## src/acc_params.svh

```systemverilog
// Purpose: constants of the comparator control block
// Assumes: 32-bit apb data, registers one aligned word each
// Notes:   low 16 bits carry the comparator register
`ifndef ACC_PARAMS_SVH
`define ACC_PARAMS_SVH
// =====================================================
// register offsets
`define ACC_OFF_CTRL    12'h000
`define ACC_OFF_STAT    12'h004
`define ACC_OFF_MASK    12'h008
`define ACC_OFF_LIVE    12'h00c
// =====================================================
// comparator register fields
`define ACC_CTRL_RESET  16'h0000
`define ACC_CTRL_WMASK  16'h07fc
`define ACC_BIT_ON      10
`define ACC_BIT_POL     5
`define ACC_BIT_HYST    2
`define ACC_BIT_RISE    1
`define ACC_BIT_FALL    0
`define ACC_NSEL_LO     8
`define ACC_ROUTE_LO    6
`define ACC_RES_LO      3
// =====================================================
// routing codes
`define ACC_ROUTE_CONV  2'h0
`define ACC_ROUTE_PIN   2'h2
`define ACC_ROUTE_IRQ   2'h3
// =====================================================
// interrupt status bits
`define ACC_IRQ_RISE    0
`define ACC_IRQ_FALL    1
`define ACC_IRQ_RESET   2'h0
`endif

```

## src/acc_pkg.sv

```systemverilog
// Purpose: types of the comparator control block
// Assumes: nothing
// Notes:   field order matches the register layout
package acc_pkg;
    typedef struct packed {
        logic [4:0] rsvd;
        logic       comparator_on;
        logic [1:0] negative_input_select;
        logic [1:0] output_routing;
        logic       output_polarity;
        logic [1:0] response_time_select;
        logic       hysteresis_on;
        logic       rising_edge_flag;
        logic       falling_edge_flag;
    } acc_ctrl_t;

    typedef struct packed {
        logic       comparator_on;
        logic [1:0] negative_input_select;
        logic [1:0] response_time_select;
        logic       hysteresis_on;
    } acc_analog_t;

    typedef struct packed {
        logic       rise;
        logic       fall;
    } acc_edge_t;
endpackage

```

## src/acc_edge.sv

```systemverilog
// Purpose: edge finder on the comparator output
// Assumes: level is already a flop output
// Notes:   history held low while disabled
module acc_edge (
    // clock and reset
    input  wire logic          pclk,
    input  wire logic          presetn,
    // level in, edges out
    input  wire logic          enable,
    input  wire logic          level,
    output acc_pkg::acc_edge_t edges
);
    logic prev_q;
    logic prev_d;

    always_comb begin
        prev_d = enable ? level : 1'b0;
    end

    always_ff @(posedge pclk or negedge presetn) begin
        if (!presetn) begin
            prev_q <= 1'b0;
        end else begin
            prev_q <= prev_d;
        end
    end

    assign edges.rise = enable & level & ~prev_q;
    assign edges.fall = enable & ~level & prev_q;
endmodule // acc_edge

```

## src/acc_irq.sv

```systemverilog
// Purpose: sticky interrupt status with mask
// Assumes: clear is write-one-to-clear
// Notes:   a set in the clearing cycle wins
module acc_irq #(
    parameter int N = 2
) (
    // clock and reset
    input  wire logic         pclk,
    input  wire logic         presetn,
    // events and software access
    input  wire logic [N-1:0] set,
    input  wire logic [N-1:0] clr,
    input  wire logic         mask_we,
    input  wire logic [N-1:0] mask_wdata,
    // state out
    output logic      [N-1:0] status,
    output logic      [N-1:0] mask,
    output logic              irq
);
    logic [N-1:0] sts_q;
    logic [N-1:0] sts_d;
    logic [N-1:0] msk_q;
    logic [N-1:0] msk_d;
    logic         irq_q;
    logic         irq_d;

    always_comb begin
        sts_d = set | (sts_q & ~clr);
        msk_d = mask_we ? mask_wdata : msk_q;
        irq_d = |(sts_d & msk_d);
    end

    always_ff @(posedge pclk or negedge presetn) begin
        if (!presetn) begin
            sts_q <= '0;
            msk_q <= '0;
            irq_q <= 1'b0;
        end else begin
            sts_q <= sts_d;
            msk_q <= msk_d;
            irq_q <= irq_d;
        end
    end

    assign status = sts_q;
    assign mask   = msk_q;
    assign irq    = irq_q;
endmodule // acc_irq

```

## src/acc_top.sv

```systemverilog
// Purpose: apb register bank and output routing of the comparator
// Assumes: comparator result synchronous to pclk
// Notes:   one wait state on every apb access
//
// The register offsets and the APB register port were decided locally.
`include "acc_params.svh"

module acc_top #(
    parameter int ADDR_W = 12
) (
    // clock and reset
    input  wire logic               pclk,
    input  wire logic               presetn,
    // apb slave
    input  wire logic               psel,
    input  wire logic               penable,
    input  wire logic               pwrite,
    input  wire logic [ADDR_W-1:0]  paddr,
    input  wire logic [31:0]        pwdata,
    input  wire logic [3:0]         pstrb,
    output logic      [31:0]        prdata,
    output logic                    pready,
    output logic                    pslverr,
    // analog comparator core
    input  wire logic               cmp_result,
    output acc_pkg::acc_analog_t    analog_cfg,
    // routing targets
    output logic                    conversion_start,
    output logic                    comparator_output_pin,
    output logic                    pla_input,
    output logic                    comparator_irq
);
    // =====================================================
    // parameter check
    generate
        if (ADDR_W < 4 || ADDR_W > 32) begin : g_bad_addr
            $error("acc_top: ADDR_W must lie in 4..32");
        end
    endgenerate

    // =====================================================
    // address decode
    localparam logic [1:0] SEL_CTRL = 2'h0;
    localparam logic [1:0] SEL_STAT = 2'h1;
    localparam logic [1:0] SEL_MASK = 2'h2;
    localparam logic [1:0] SEL_LIVE = 2'h3;

    function automatic logic [2:0] decode(input logic [ADDR_W-1:0] a);
        logic [2:0] r;
        r = 3'h0;
        if (a == ADDR_W'(`ACC_OFF_CTRL)) begin
            r = {1'b1, SEL_CTRL};
        end else if (a == ADDR_W'(`ACC_OFF_STAT)) begin
            r = {1'b1, SEL_STAT};
        end else if (a == ADDR_W'(`ACC_OFF_MASK)) begin
            r = {1'b1, SEL_MASK};
        end else if (a == ADDR_W'(`ACC_OFF_LIVE)) begin
            r = {1'b1, SEL_LIVE};
        end
        return r;
    endfunction

    // =====================================================
    // apb handshake
    logic        ready_q;
    logic        ready_d;
    logic        err_q;
    logic        err_d;
    logic [31:0] rdata_q;
    logic [31:0] rdata_d;
    logic        slverr_q;
    logic        slverr_d;
    logic [2:0]  dec;
    logic        hit;
    logic [1:0]  sel;
    logic        done;
    logic        wr;
    logic [15:0] wbytes;
    logic [15:0] wval;

    assign dec  = decode(paddr);
    assign hit  = dec[2];
    assign sel  = dec[1:0];
    // a write lands at the edge that samples pready high
    assign done = psel & penable & ready_q;
    assign wr   = done & pwrite & hit & ~err_q;
    assign wbytes = {{8{pstrb[1]}}, {8{pstrb[0]}}};
    assign wval   = pwdata[15:0] & wbytes;

    // =====================================================
    // comparator register state
    acc_pkg::acc_ctrl_t ctrl_q;
    acc_pkg::acc_ctrl_t ctrl_d;
    logic               out_q;
    logic               out_d;
    acc_pkg::acc_edge_t edges;
    logic [1:0]         irq_set;
    logic [1:0]         irq_clr;
    logic [1:0]         irq_sts;
    logic [1:0]         irq_msk;
    logic               irq_mask_we;
    logic               irq_line;

    // =====================================================
    // polarity and monitored output
    always_comb begin
        // polarity applied digitally, analog core compares positive > negative
        out_d = ctrl_q.comparator_on & (cmp_result ^ ctrl_q.output_polarity);
    end

    acc_edge u_edge (
        .pclk    (pclk),
        .presetn (presetn),
        .enable  (ctrl_q.comparator_on),
        .level   (out_q),
        .edges   (edges)
    );

    // =====================================================
    // control register next value
    logic [15:0] ctrl_bits;
    logic [15:0] ctrl_new;
    logic        ctrl_wr;

    assign ctrl_wr = wr & (sel == SEL_CTRL);

    always_comb begin
        ctrl_bits = 16'(ctrl_q);
        ctrl_new  = ctrl_bits;
        if (ctrl_wr) begin
            // stored fields under byte lanes
            ctrl_new = (ctrl_bits & ~(wbytes & `ACC_CTRL_WMASK))
                     | (wval & `ACC_CTRL_WMASK);
            // flags: one clears, zero leaves alone
            if (wval[`ACC_BIT_RISE]) begin
                ctrl_new[`ACC_BIT_RISE] = 1'b0;
            end
            if (wval[`ACC_BIT_FALL]) begin
                ctrl_new[`ACC_BIT_FALL] = 1'b0;
            end
        end
        // reserved bits never hold a one
        ctrl_new[15:11] = 5'h00;
        // hardware set wins over a clear in the same cycle
        if (edges.rise) begin
            ctrl_new[`ACC_BIT_RISE] = 1'b1;
        end
        if (edges.fall) begin
            ctrl_new[`ACC_BIT_FALL] = 1'b1;
        end
        ctrl_d = acc_pkg::acc_ctrl_t'(ctrl_new);
    end

    // =====================================================
    // interrupt status
    logic route_irq;

    assign route_irq   = ctrl_q.output_routing == `ACC_ROUTE_IRQ;
    assign irq_mask_we = wr & (sel == SEL_MASK);

    always_comb begin
        irq_set = 2'h0;
        irq_clr = 2'h0;
        // only the interrupt routing raises events
        irq_set[`ACC_IRQ_RISE] = route_irq & edges.rise;
        irq_set[`ACC_IRQ_FALL] = route_irq & edges.fall;
        if (wr && sel == SEL_STAT) begin
            irq_clr = wval[1:0];
        end
    end

    acc_irq #(
        .N (2)
    ) u_irq (
        .pclk       (pclk),
        .presetn    (presetn),
        .set        (irq_set),
        .clr        (irq_clr),
        .mask_we    (irq_mask_we),
        .mask_wdata (wval[1:0]),
        .status     (irq_sts),
        .mask       (irq_msk),
        .irq        (irq_line)
    );

    // =====================================================
    // output routing
    logic conv_q;
    logic conv_d;
    logic pin_q;
    logic pin_d;
    logic pla_q;
    logic pla_d;
    acc_pkg::acc_analog_t ana_q;
    acc_pkg::acc_analog_t ana_d;

    always_comb begin
        // one-cycle start pulse per rising edge
        conv_d = (ctrl_q.output_routing == `ACC_ROUTE_CONV) & edges.rise;
        // reserved routing code drives no pin, start pulse or interrupt
        pin_d  = (ctrl_q.output_routing == `ACC_ROUTE_PIN) & out_q;
        // logic array sees the output whatever the routing
        pla_d  = out_q;
        ana_d.comparator_on         = ctrl_d.comparator_on;
        // reserved select codes are passed on unchanged
        ana_d.negative_input_select = ctrl_d.negative_input_select;
        ana_d.response_time_select  = ctrl_d.response_time_select;
        ana_d.hysteresis_on         = ctrl_d.hysteresis_on;
    end

    // =====================================================
    // apb answer
    always_comb begin
        ready_d = 1'b0;
        err_d   = err_q;
        rdata_d = rdata_q;
        if (psel && penable && !ready_q) begin
            // one wait state gives registered answers
            ready_d = 1'b1;
            err_d   = ~hit;
            rdata_d = 32'h0000_0000;
            if (!pwrite && hit) begin
                if (sel == SEL_CTRL) begin
                    rdata_d = {16'h0000, ctrl_bits};
                end else if (sel == SEL_STAT) begin
                    rdata_d = {30'h0, irq_sts};
                end else if (sel == SEL_MASK) begin
                    rdata_d = {30'h0, irq_msk};
                end else begin
                    rdata_d = {31'h0, out_q};
                end
            end
            // the live view takes no writes
            if (pwrite && hit && sel == SEL_LIVE) begin
                err_d = 1'b1;
            end
        end else if (!psel) begin
            err_d = 1'b0;
        end
        // error flag registered on its own so the port comes from a flop
        slverr_d = ready_d & err_d;
    end

    // =====================================================
    // registers
    always_ff @(posedge pclk or negedge presetn) begin
        if (!presetn) begin
            ctrl_q  <= acc_pkg::acc_ctrl_t'(`ACC_CTRL_RESET);
            out_q   <= 1'b0;
            conv_q  <= 1'b0;
            pin_q   <= 1'b0;
            pla_q   <= 1'b0;
            ana_q   <= '0;
            ready_q <= 1'b0;
            err_q   <= 1'b0;
            rdata_q <= 32'h0000_0000;
            slverr_q <= 1'b0;
        end else begin
            ctrl_q  <= ctrl_d;
            out_q   <= out_d;
            conv_q  <= conv_d;
            pin_q   <= pin_d;
            pla_q   <= pla_d;
            ana_q   <= ana_d;
            ready_q <= ready_d;
            err_q   <= err_d;
            rdata_q <= rdata_d;
            slverr_q <= slverr_d;
        end
    end

    // =====================================================
    // outputs
    assign prdata                = rdata_q;
    assign pready                = ready_q;
    assign pslverr               = slverr_q;
    assign analog_cfg            = ana_q;
    assign conversion_start      = conv_q;
    assign comparator_output_pin = pin_q;
    assign pla_input             = pla_q;
    assign comparator_irq        = irq_line;
endmodule // acc_top

```

## config.mk

```make
export PLATFORM = sky130hd
export DESIGN_NAME = acc_top
export DESIGN_NICKNAME = d
export VERILOG_FILES = /design/src/acc_pkg.sv /design/src/acc_edge.sv /design/src/acc_irq.sv /design/src/acc_top.sv
export VERILOG_INCLUDE_DIRS = /design/src
export SDC_FILE = /design/constraint.sdc
export NUM_CORES = 1
export LEC_CHECK = 0
export BUFFER_PORTS_ARGS = -buffer_cell sky130_fd_sc_hd__buf_2
export CORE_MARGIN = 2
export CORE_UTILIZATION = 30
export CTS_BUF_LIST = sky130_fd_sc_hd__clkbuf_2 sky130_fd_sc_hd__clkbuf_4 sky130_fd_sc_hd__clkbuf_8
export CTS_CLUSTER_SIZE = 8
export DETAILED_ROUTE_END_ITERATION = 10
export PLACE_DENSITY_LB_ADDON = 0.25
export REMOVE_ABC_BUFFERS = 1
export SYNTH_ARGS = -nofsm -noshare
export SYNTH_HDL_FRONTEND = slang
export SYNTH_SLANG_ARGS = --single-unit
```

## constraint.sdc

```tcl
create_clock -name pclk -period 3.01 [get_ports pclk]
set_input_delay 0.903 -clock pclk [delete_from_list [all_inputs] [get_ports pclk]]
set_output_delay 0.903 -clock pclk [all_outputs]
set_load 0.03 [all_outputs]
```

### Word level (Yosys, flattened, before mapping)

Index checks and enable logic that the tools add are counted.

| word-level totals | value |
|---|---|
| register bits after elaboration | 56 |
| bits of input ports | 54 |
| output and inout port bits | 44 |
| word-level logic and storage cells | 92 |

| operators by class | value |
|---|---|
| eq/ne operators | 8 |
| muxes and demuxes | 20 |
| bitwise logic cells | 30 |
| reductions and logical operators | 14 |

Operators by type and width:

| operator | count |
|---|---|
| 12-bit by 4-bit equality test with 1-bit output, second input constant | 2 |
| 11-bit AND | 2 |
| 11-bit 2-to-1 mux | 2 |
| 1-bit AND | 17 |
| 12-bit by 3-bit equality test with 1-bit output, second input constant | 1 |
| 12-bit zero test | 1 |
| 3-bit 2-to-1 mux | 4 |
| 11-bit NOT | 1 |
| 11-bit OR | 1 |
| 2-bit 2-to-1 mux | 5 |
| 1-bit 2-to-1 mux | 9 |
| 2-bit equality test, second input constant | 4 |
| 1-bit logical AND | 6 |
| 2-bit AND | 2 |
| 2-bit zero test | 2 |
| 1-bit NOT | 4 |
| 2-bit nonzero test | 2 |
| 2-bit by 1-bit equality test with 1-bit output, second input constant | 1 |
| 1-bit zero test | 2 |
| 2-bit NOT | 1 |
| 2-bit OR | 1 |
| 2-bit OR reduction | 1 |
| 1-bit XOR | 1 |

### Depth between registers and ports, before layout

| depth | value |
|---|---|
| depth after elaboration | 14 |
| depth in mapped cells | 5 |
| mapped depth without buffers | 5 |

### Modules after synthesis

A second synthesis with hierarchy kept.

| second synthesis, totals | value |
|---|---|
| cell total of the unflattened synthesis | 139 |
| area total of the unflattened synthesis | 1675.4 um2 |

By module, submodules not included:

| module | instances | cells each | area each (um2) | seq. area each (um2) |
|---|---|---|---|---|
| acc_top | 1 | 123 | 1442.6 | 725.7 |
| acc_irq | 1 | 12 | 182.7 | 125.1 |
| acc_edge | 1 | 4 | 50.0 | 25.0 |

### Least setup slack after synthesis

OpenSTA, ideal clock, no wires.

| timing path | value |
|---|---|
| path kind | input-to-reg |
| start | in paddr[7] |
| end | reg u_irq.irq_q, in the netlist u_irq.irq |
| setup time | 0.130 ns |
| arrival | 2.294 ns |
| required time | 2.880 ns |
| path slack | 0.586 ns |
| stages on the path | 5 |
| buffers on the path | 0 |
| cell sequence | or4_4 > nor4_4 > nand4b_1 > mux2i_1 > o22ai_1 |

| between the ends | value |
|---|---|
| longest elaborated chain between the ends | 14 |
| elaborated cells between the ends (all ways) | 21 |
| classes of those cells | eq/ne: 5; mux: 6; bitwise: 7; reduce/logical: 3 |

Ends and longest elaborated chain:

| what | RTL line | text |
|---|---|---|
| start, declared | acc_top.sv:18 | `input wire logic [ADDR_W-1:0] paddr,` |
| 12-bit by 4-bit equality test with 1-bit output | acc_top.sv:57 | `` end else if (a == ADDR_W'(`ACC_OFF_LIVE)) begin `` |
| 3-bit 2-to-1 mux | acc_top.sv:57 |  |
| 3-bit 2-to-1 mux | acc_top.sv:55 | `` end else if (a == ADDR_W'(`ACC_OFF_MASK)) begin `` |
| 3-bit 2-to-1 mux | acc_top.sv:53 | `` end else if (a == ADDR_W'(`ACC_OFF_STAT)) begin `` |
| 3-bit 2-to-1 mux (*) | acc_top.sv:51 | `` if (a == ADDR_W'(`ACC_OFF_CTRL)) begin `` |
| 1-bit AND (2 in a row) | acc_top.sv:86 | `assign wr = done & pwrite & hit & ~err_q;` |
| 1-bit logical AND | acc_top.sv:167 | `if (wr && sel == SEL_STAT) begin` |
| 2-bit 2-to-1 mux | acc_top.sv:167 |  |
| 2-bit NOT | acc_irq.sv:28 | `sts_d = set \| (sts_q & ~clr);` |
| 2-bit AND | acc_irq.sv:28 |  |
| 2-bit OR | acc_irq.sv:28 |  |
| 2-bit AND (*) | acc_irq.sv:30 | `irq_d = \|(sts_d & msk_d);` |
| 2-bit OR reduction (*) | acc_irq.sv:30 |  |
| via u_irq.irq_d | acc_irq.sv:25 | `logic irq_d;` |
| end signal, assigned | acc_irq.sv:41 | `irq_q <= irq_d;` |
| end, declared | acc_irq.sv:24 | `logic irq_q;` |

The timed path passes the listed nets; every way through them passes the cells marked *.
A chain may end at the register's enable or synchronous reset.

### Worst setup path after layout

| timing path | value |
|---|---|
| start | in paddr[7] |
| end | reg rdata_q[5], in the netlist prdata[5] |

| between the ends | value |
|---|---|
| longest elaborated chain between the ends | 8 |
| elaborated cells between the ends (all ways) | 12 |
| classes of those cells | eq/ne: 3; mux: 6; reduce/logical: 3 |

Ends and longest elaborated chain:

| what | RTL line | text |
|---|---|---|
| 12-bit by 4-bit equality test with 1-bit output | acc_top.sv:57 |  |
| 3-bit 2-to-1 mux | acc_top.sv:57 |  |
| 3-bit 2-to-1 mux | acc_top.sv:55 |  |
| 3-bit 2-to-1 mux | acc_top.sv:53 |  |
| 3-bit 2-to-1 mux (*) | acc_top.sv:51 |  |
| 2-bit zero test | acc_top.sv:223 | `if (sel == SEL_CTRL) begin` |
| 11-bit 2-to-1 mux | acc_top.sv:223 |  |
| 11-bit 2-to-1 mux (*) | acc_top.sv:222 | `if (!pwrite && hit) begin` |
| end signal, assigned | acc_top.sv:267 | `rdata_q <= rdata_d;` |
| end, declared | acc_top.sv:69 | `logic [31:0] rdata_q;` |

Mark *: on every way between the ends. The rest lies on a longest branch, timed or not.

==> implementation parameters <==
Parameter                              Value

Run status
  Outcome ... completed

Critical path
  Endpoint arrival time on the critical path ... about 2.7 ns
  Startpoint-to-endpoint class of the critical path ... primary input to flop
  Largest fanout on the critical path ... 9
  Crit. End Element ... flop
  Cells along the critical path ... buf_2, or4_4, nor4_4, nand2_2, nor3_4, a22o_1
  Reg-to-reg setup timing slack ... 1.38 ns
  Category of the worst setup path launch point ... primary input
  Number of cells on the worst reg-to-reg path ... 5
  Launching instance or port of the critical path ... paddr[7]
  Cell with the largest stage delay on the worst path ... or4_4
  CP Data Required Time ... approximately 3.2 ns
  Delay contributed by the slowest stage of the critical path ... 0.55 ns
  End point of the critical path ... prdata[5]$_DFFE_PN0P_
  Origin of the critical flop-to-flop path ... err_q$_DFF_PN0_

Cells and area
  Area growth from synthesis to layout ... 19.95%
  Most common library cell in the layout ignoring fill and taps ... buf_2
  Layout Nets ... between 200 and 250
  Total inserted antenna cells ... 0
  Multi-input combinational cell area ... 619.3 um^2
  Flip-flop and latch area ... 875.8 um^2
  Highest-count cells in the layout ignoring fill and taps ... buf_2, dfrtp_1, conb_1
  Core occupancy in the finished layout ... between 30% and 40%
  Layout cell share with drive strength beyond 1 ... 39.29%
  Layout filler cell count ... 550

Timing
  Hold_ws ... 0.4679 ns
  Max Clk Rate ... 0.4043 GHz
  Unrepaired setup endpoints after global routing ... false
  Post-route clock period utilization ... 82.17%
  Slew @ Worst Pin ... 0.8018 ns
  Worst slew slack as a fraction of its limit ... 46.55%
  Setup TNS ... 0 ns
  Final setup skew ... 0.008234 ns
  Number of failing setup endpoints in the final timing report ... 0
  Count of final max-slew check failures ... 0
  Post-route minimum period ... 2.473 ns
  Final hold violation count ... 0

Global route
  Global Route met3 Usage ... 5.057%
  Gr busiest metal ... met2
  M1 GR Usage ... 15.73%
  Initial antenna violation count ... 0
  First-pass GRT wire length ... 5.671 mm
  Largest net degree at the start of global routing ... 36
  Total GRT Usage ... 11.97%
  Via count of the first global-routing pass ... 1190
  Global-route met2 utilization ... 18.45%
  Overflow after GRT ... 0

Floorplan
  Ports placed on the boundary ... 98
  Chip Height ... 78.14 um
  Area of the core region ... 0.005205 mm^2
  Effective utilization at floorplan ... approximately a third
  Die outline width ... 78.14 um
  Area of the die ... 0.006106 mm^2
  Standard-cell rows ... 26

Pwr
  Total leakage power ... 1.099 nW
  Power per cell area ... 476.4 mW/mm^2
  Part of the total power dissipated in the clock network ... 40.0%
  Largest voltage drop on the vdd net ... 0.2139 mV
  Internal power ... 713.9 uW
  Sw Ratio ... around 24%
  Overall power of the completed layout ... 942.4 uW
  Combinational cell fraction of total power ... 9.7%
  Switching power total ... approximately 230 uW
  Part of the total power dissipated in sequential elements ... 50.3%

Logic synthesis
  Number of standard cells after synthesis ... 143
  Distinct cell type count after synthesis ... 32
  Synthesized cell area ... about 0.0016 mm^2
  Ys flop type ... dfrtp_1
  Proportion of synthesized chip area in sequential cells ... 53.11%
  Number of warnings issued by yosys ... 0
  Number of flip-flops and latches in the synthesized netlist ... 35
  Syn avg cell area ... 11.53 um^2
  Async set or reset register ratio after synthesis ... 100.0%
  EDFF count, synth ... 0

Route
  Number of DRC violations after detailed routing ... 0
  Number of iterations in the first detailed-routing pass ... 4
  Routed WL per cell ... 12.73 um
  DR vias ... ~1200
  DR vias/cell ... 4.361
  Post-route antenna net violation count ... 0
  DR iter-0 viols ... 45
  Total length of routed wires ... ~3.4 mm

CTS
  TritonCTS clock tree ... done
  Total number of clock tree sinks ... 35
  Number of buffers inserted by post-CTS setup repair ... 0
  Num CTS Buffers ... 5
  Root Buffer Master ... clkbuf_8
  Quantity of gates resized following cts ... 0
  Clock latency on the worst-skew pair ... 0.28 ns
  Maximum clock path buffer count ... 2
  Hold-fix buffers at CTS ... 0
  CTS HTree Levels ... 2
  Clock-pin slew reported for the worst setup and hold paths after clock tree synthesis ... 0.07 ns

Run
  Max-capacitance violation count ... 0

Hold path
  Class of the most critical hold timing path ... flop to flop
  Hold Path Depth ... 0

Place
  Placer Congestion ... 0.8255
  Port Buf Inserts ... 53
  Placed wire-length estimate after detailed placement ... roughly 2.5 mm
## logic make-up (layout without fill, tap and decap cells)
| logic type | count (synthesis) | after routing | share of synthesized area (%) |
|---|---|---|---|
| AOI/OAI and AO/OA | 19 | 19 | 8.422 |
| other | 1 | 21 | 0.2274 |
| and+or+nand+nor | 40 | 40 | 14.49 |
| xor gates and xnor gates | 1 | 1 | 0.5312 |
| DFF | 35 | 35 | 53.11 |
| muxes | 13 | 13 | 9.332 |
| buffers and inverters | 34 | 67 | 13.88 |
## final cells by class
class                      count  share of cell area [%]
clock buffer                   8                   5.250
inverter                       5                  0.9488
multi-input combinational     94                   31.31
sequential                    35                   44.28
tap                           70                   4.428
timing repair buffer          54                   13.79
## worst min path at each step
stage	from	endpoint	slack, ns
2_1_floorplan	out_q$_DFF_PN0_	pla_input$_DFF_PN0_	0.39
3_3_place_gp	out_q$_DFF_PN0_	pla_input$_DFF_PN0_	0.46
3_5_place_dp	out_q$_DFF_PN0_	pla_input$_DFF_PN0_	0.46
4_1_cts	out_q$_DFF_PN0_	pla_input$_DFF_PN0_	0.47
5_1_grt	out_q$_DFF_PN0_	pla_input$_DFF_PN0_	0.49
6_report	out_q$_DFF_PN0_	pla_input$_DFF_PN0_	0.47
## cell usage after synthesis (all sizes together) (2+ instances only)
master / n / area, um^2
nor3: 2 / 21.27
or4: 2 / 18.77
nand3b: 3 / 22.52
mux2: 9 / 101.4
nand4: 2 / 12.51
and2: 4 / 25.02
nand3: 2 / 10.01
nor4: 2 / 27.53
mux2i: 3 / 30.03
a21oi: 4 / 20.02
clkbuf: 2 / 7.510
o21ai: 3 / 15.01
nor2: 8 / 30.03
a22o: 9 / 78.83
inv: 5 / 18.77
nand2: 11 / 43.80
dfrtp: 35 / 875.8
buf: 27 / 202.7
## through the flow
stage	worst slack (ns)	instance area (um^2)	cells
after CTS	0.5037	1978	266
final	0.5366	1978	266
after global placement	0.2210	1874	258
after detailed placement	0.2015	1874	258
after global routing	0.3898	1978	266
after floorplan	0.5880	1514	134
## worst max-delay path, delay by kind of cell
family                 cells  cell delay, ns
buffers and inverters      1            0.10
and+or+nand+nor            4            1.48
AOI/OAI and AO/OA          1            0.21
## layer usage
layer,routed length [um],vias to the layer above
met5,0,-
met4,0,0
met3,343,0
met2,1560,58
met1,1482,550
li1,-,552
## power groups by stage
stage,Clock (mW),Combinational (mW),Sequential [mW]
after detailed placement,0,0.0920,0.483
after floorplan,0,0.0482,0.486
after CTS,0.400,0.0921,0.474
after global routing,0.421,0.100,0.474
final,0.377,0.0910,0.474
after global placement,0,0.0912,0.483
Note: power is estimated with default switching activity, not from simulation.
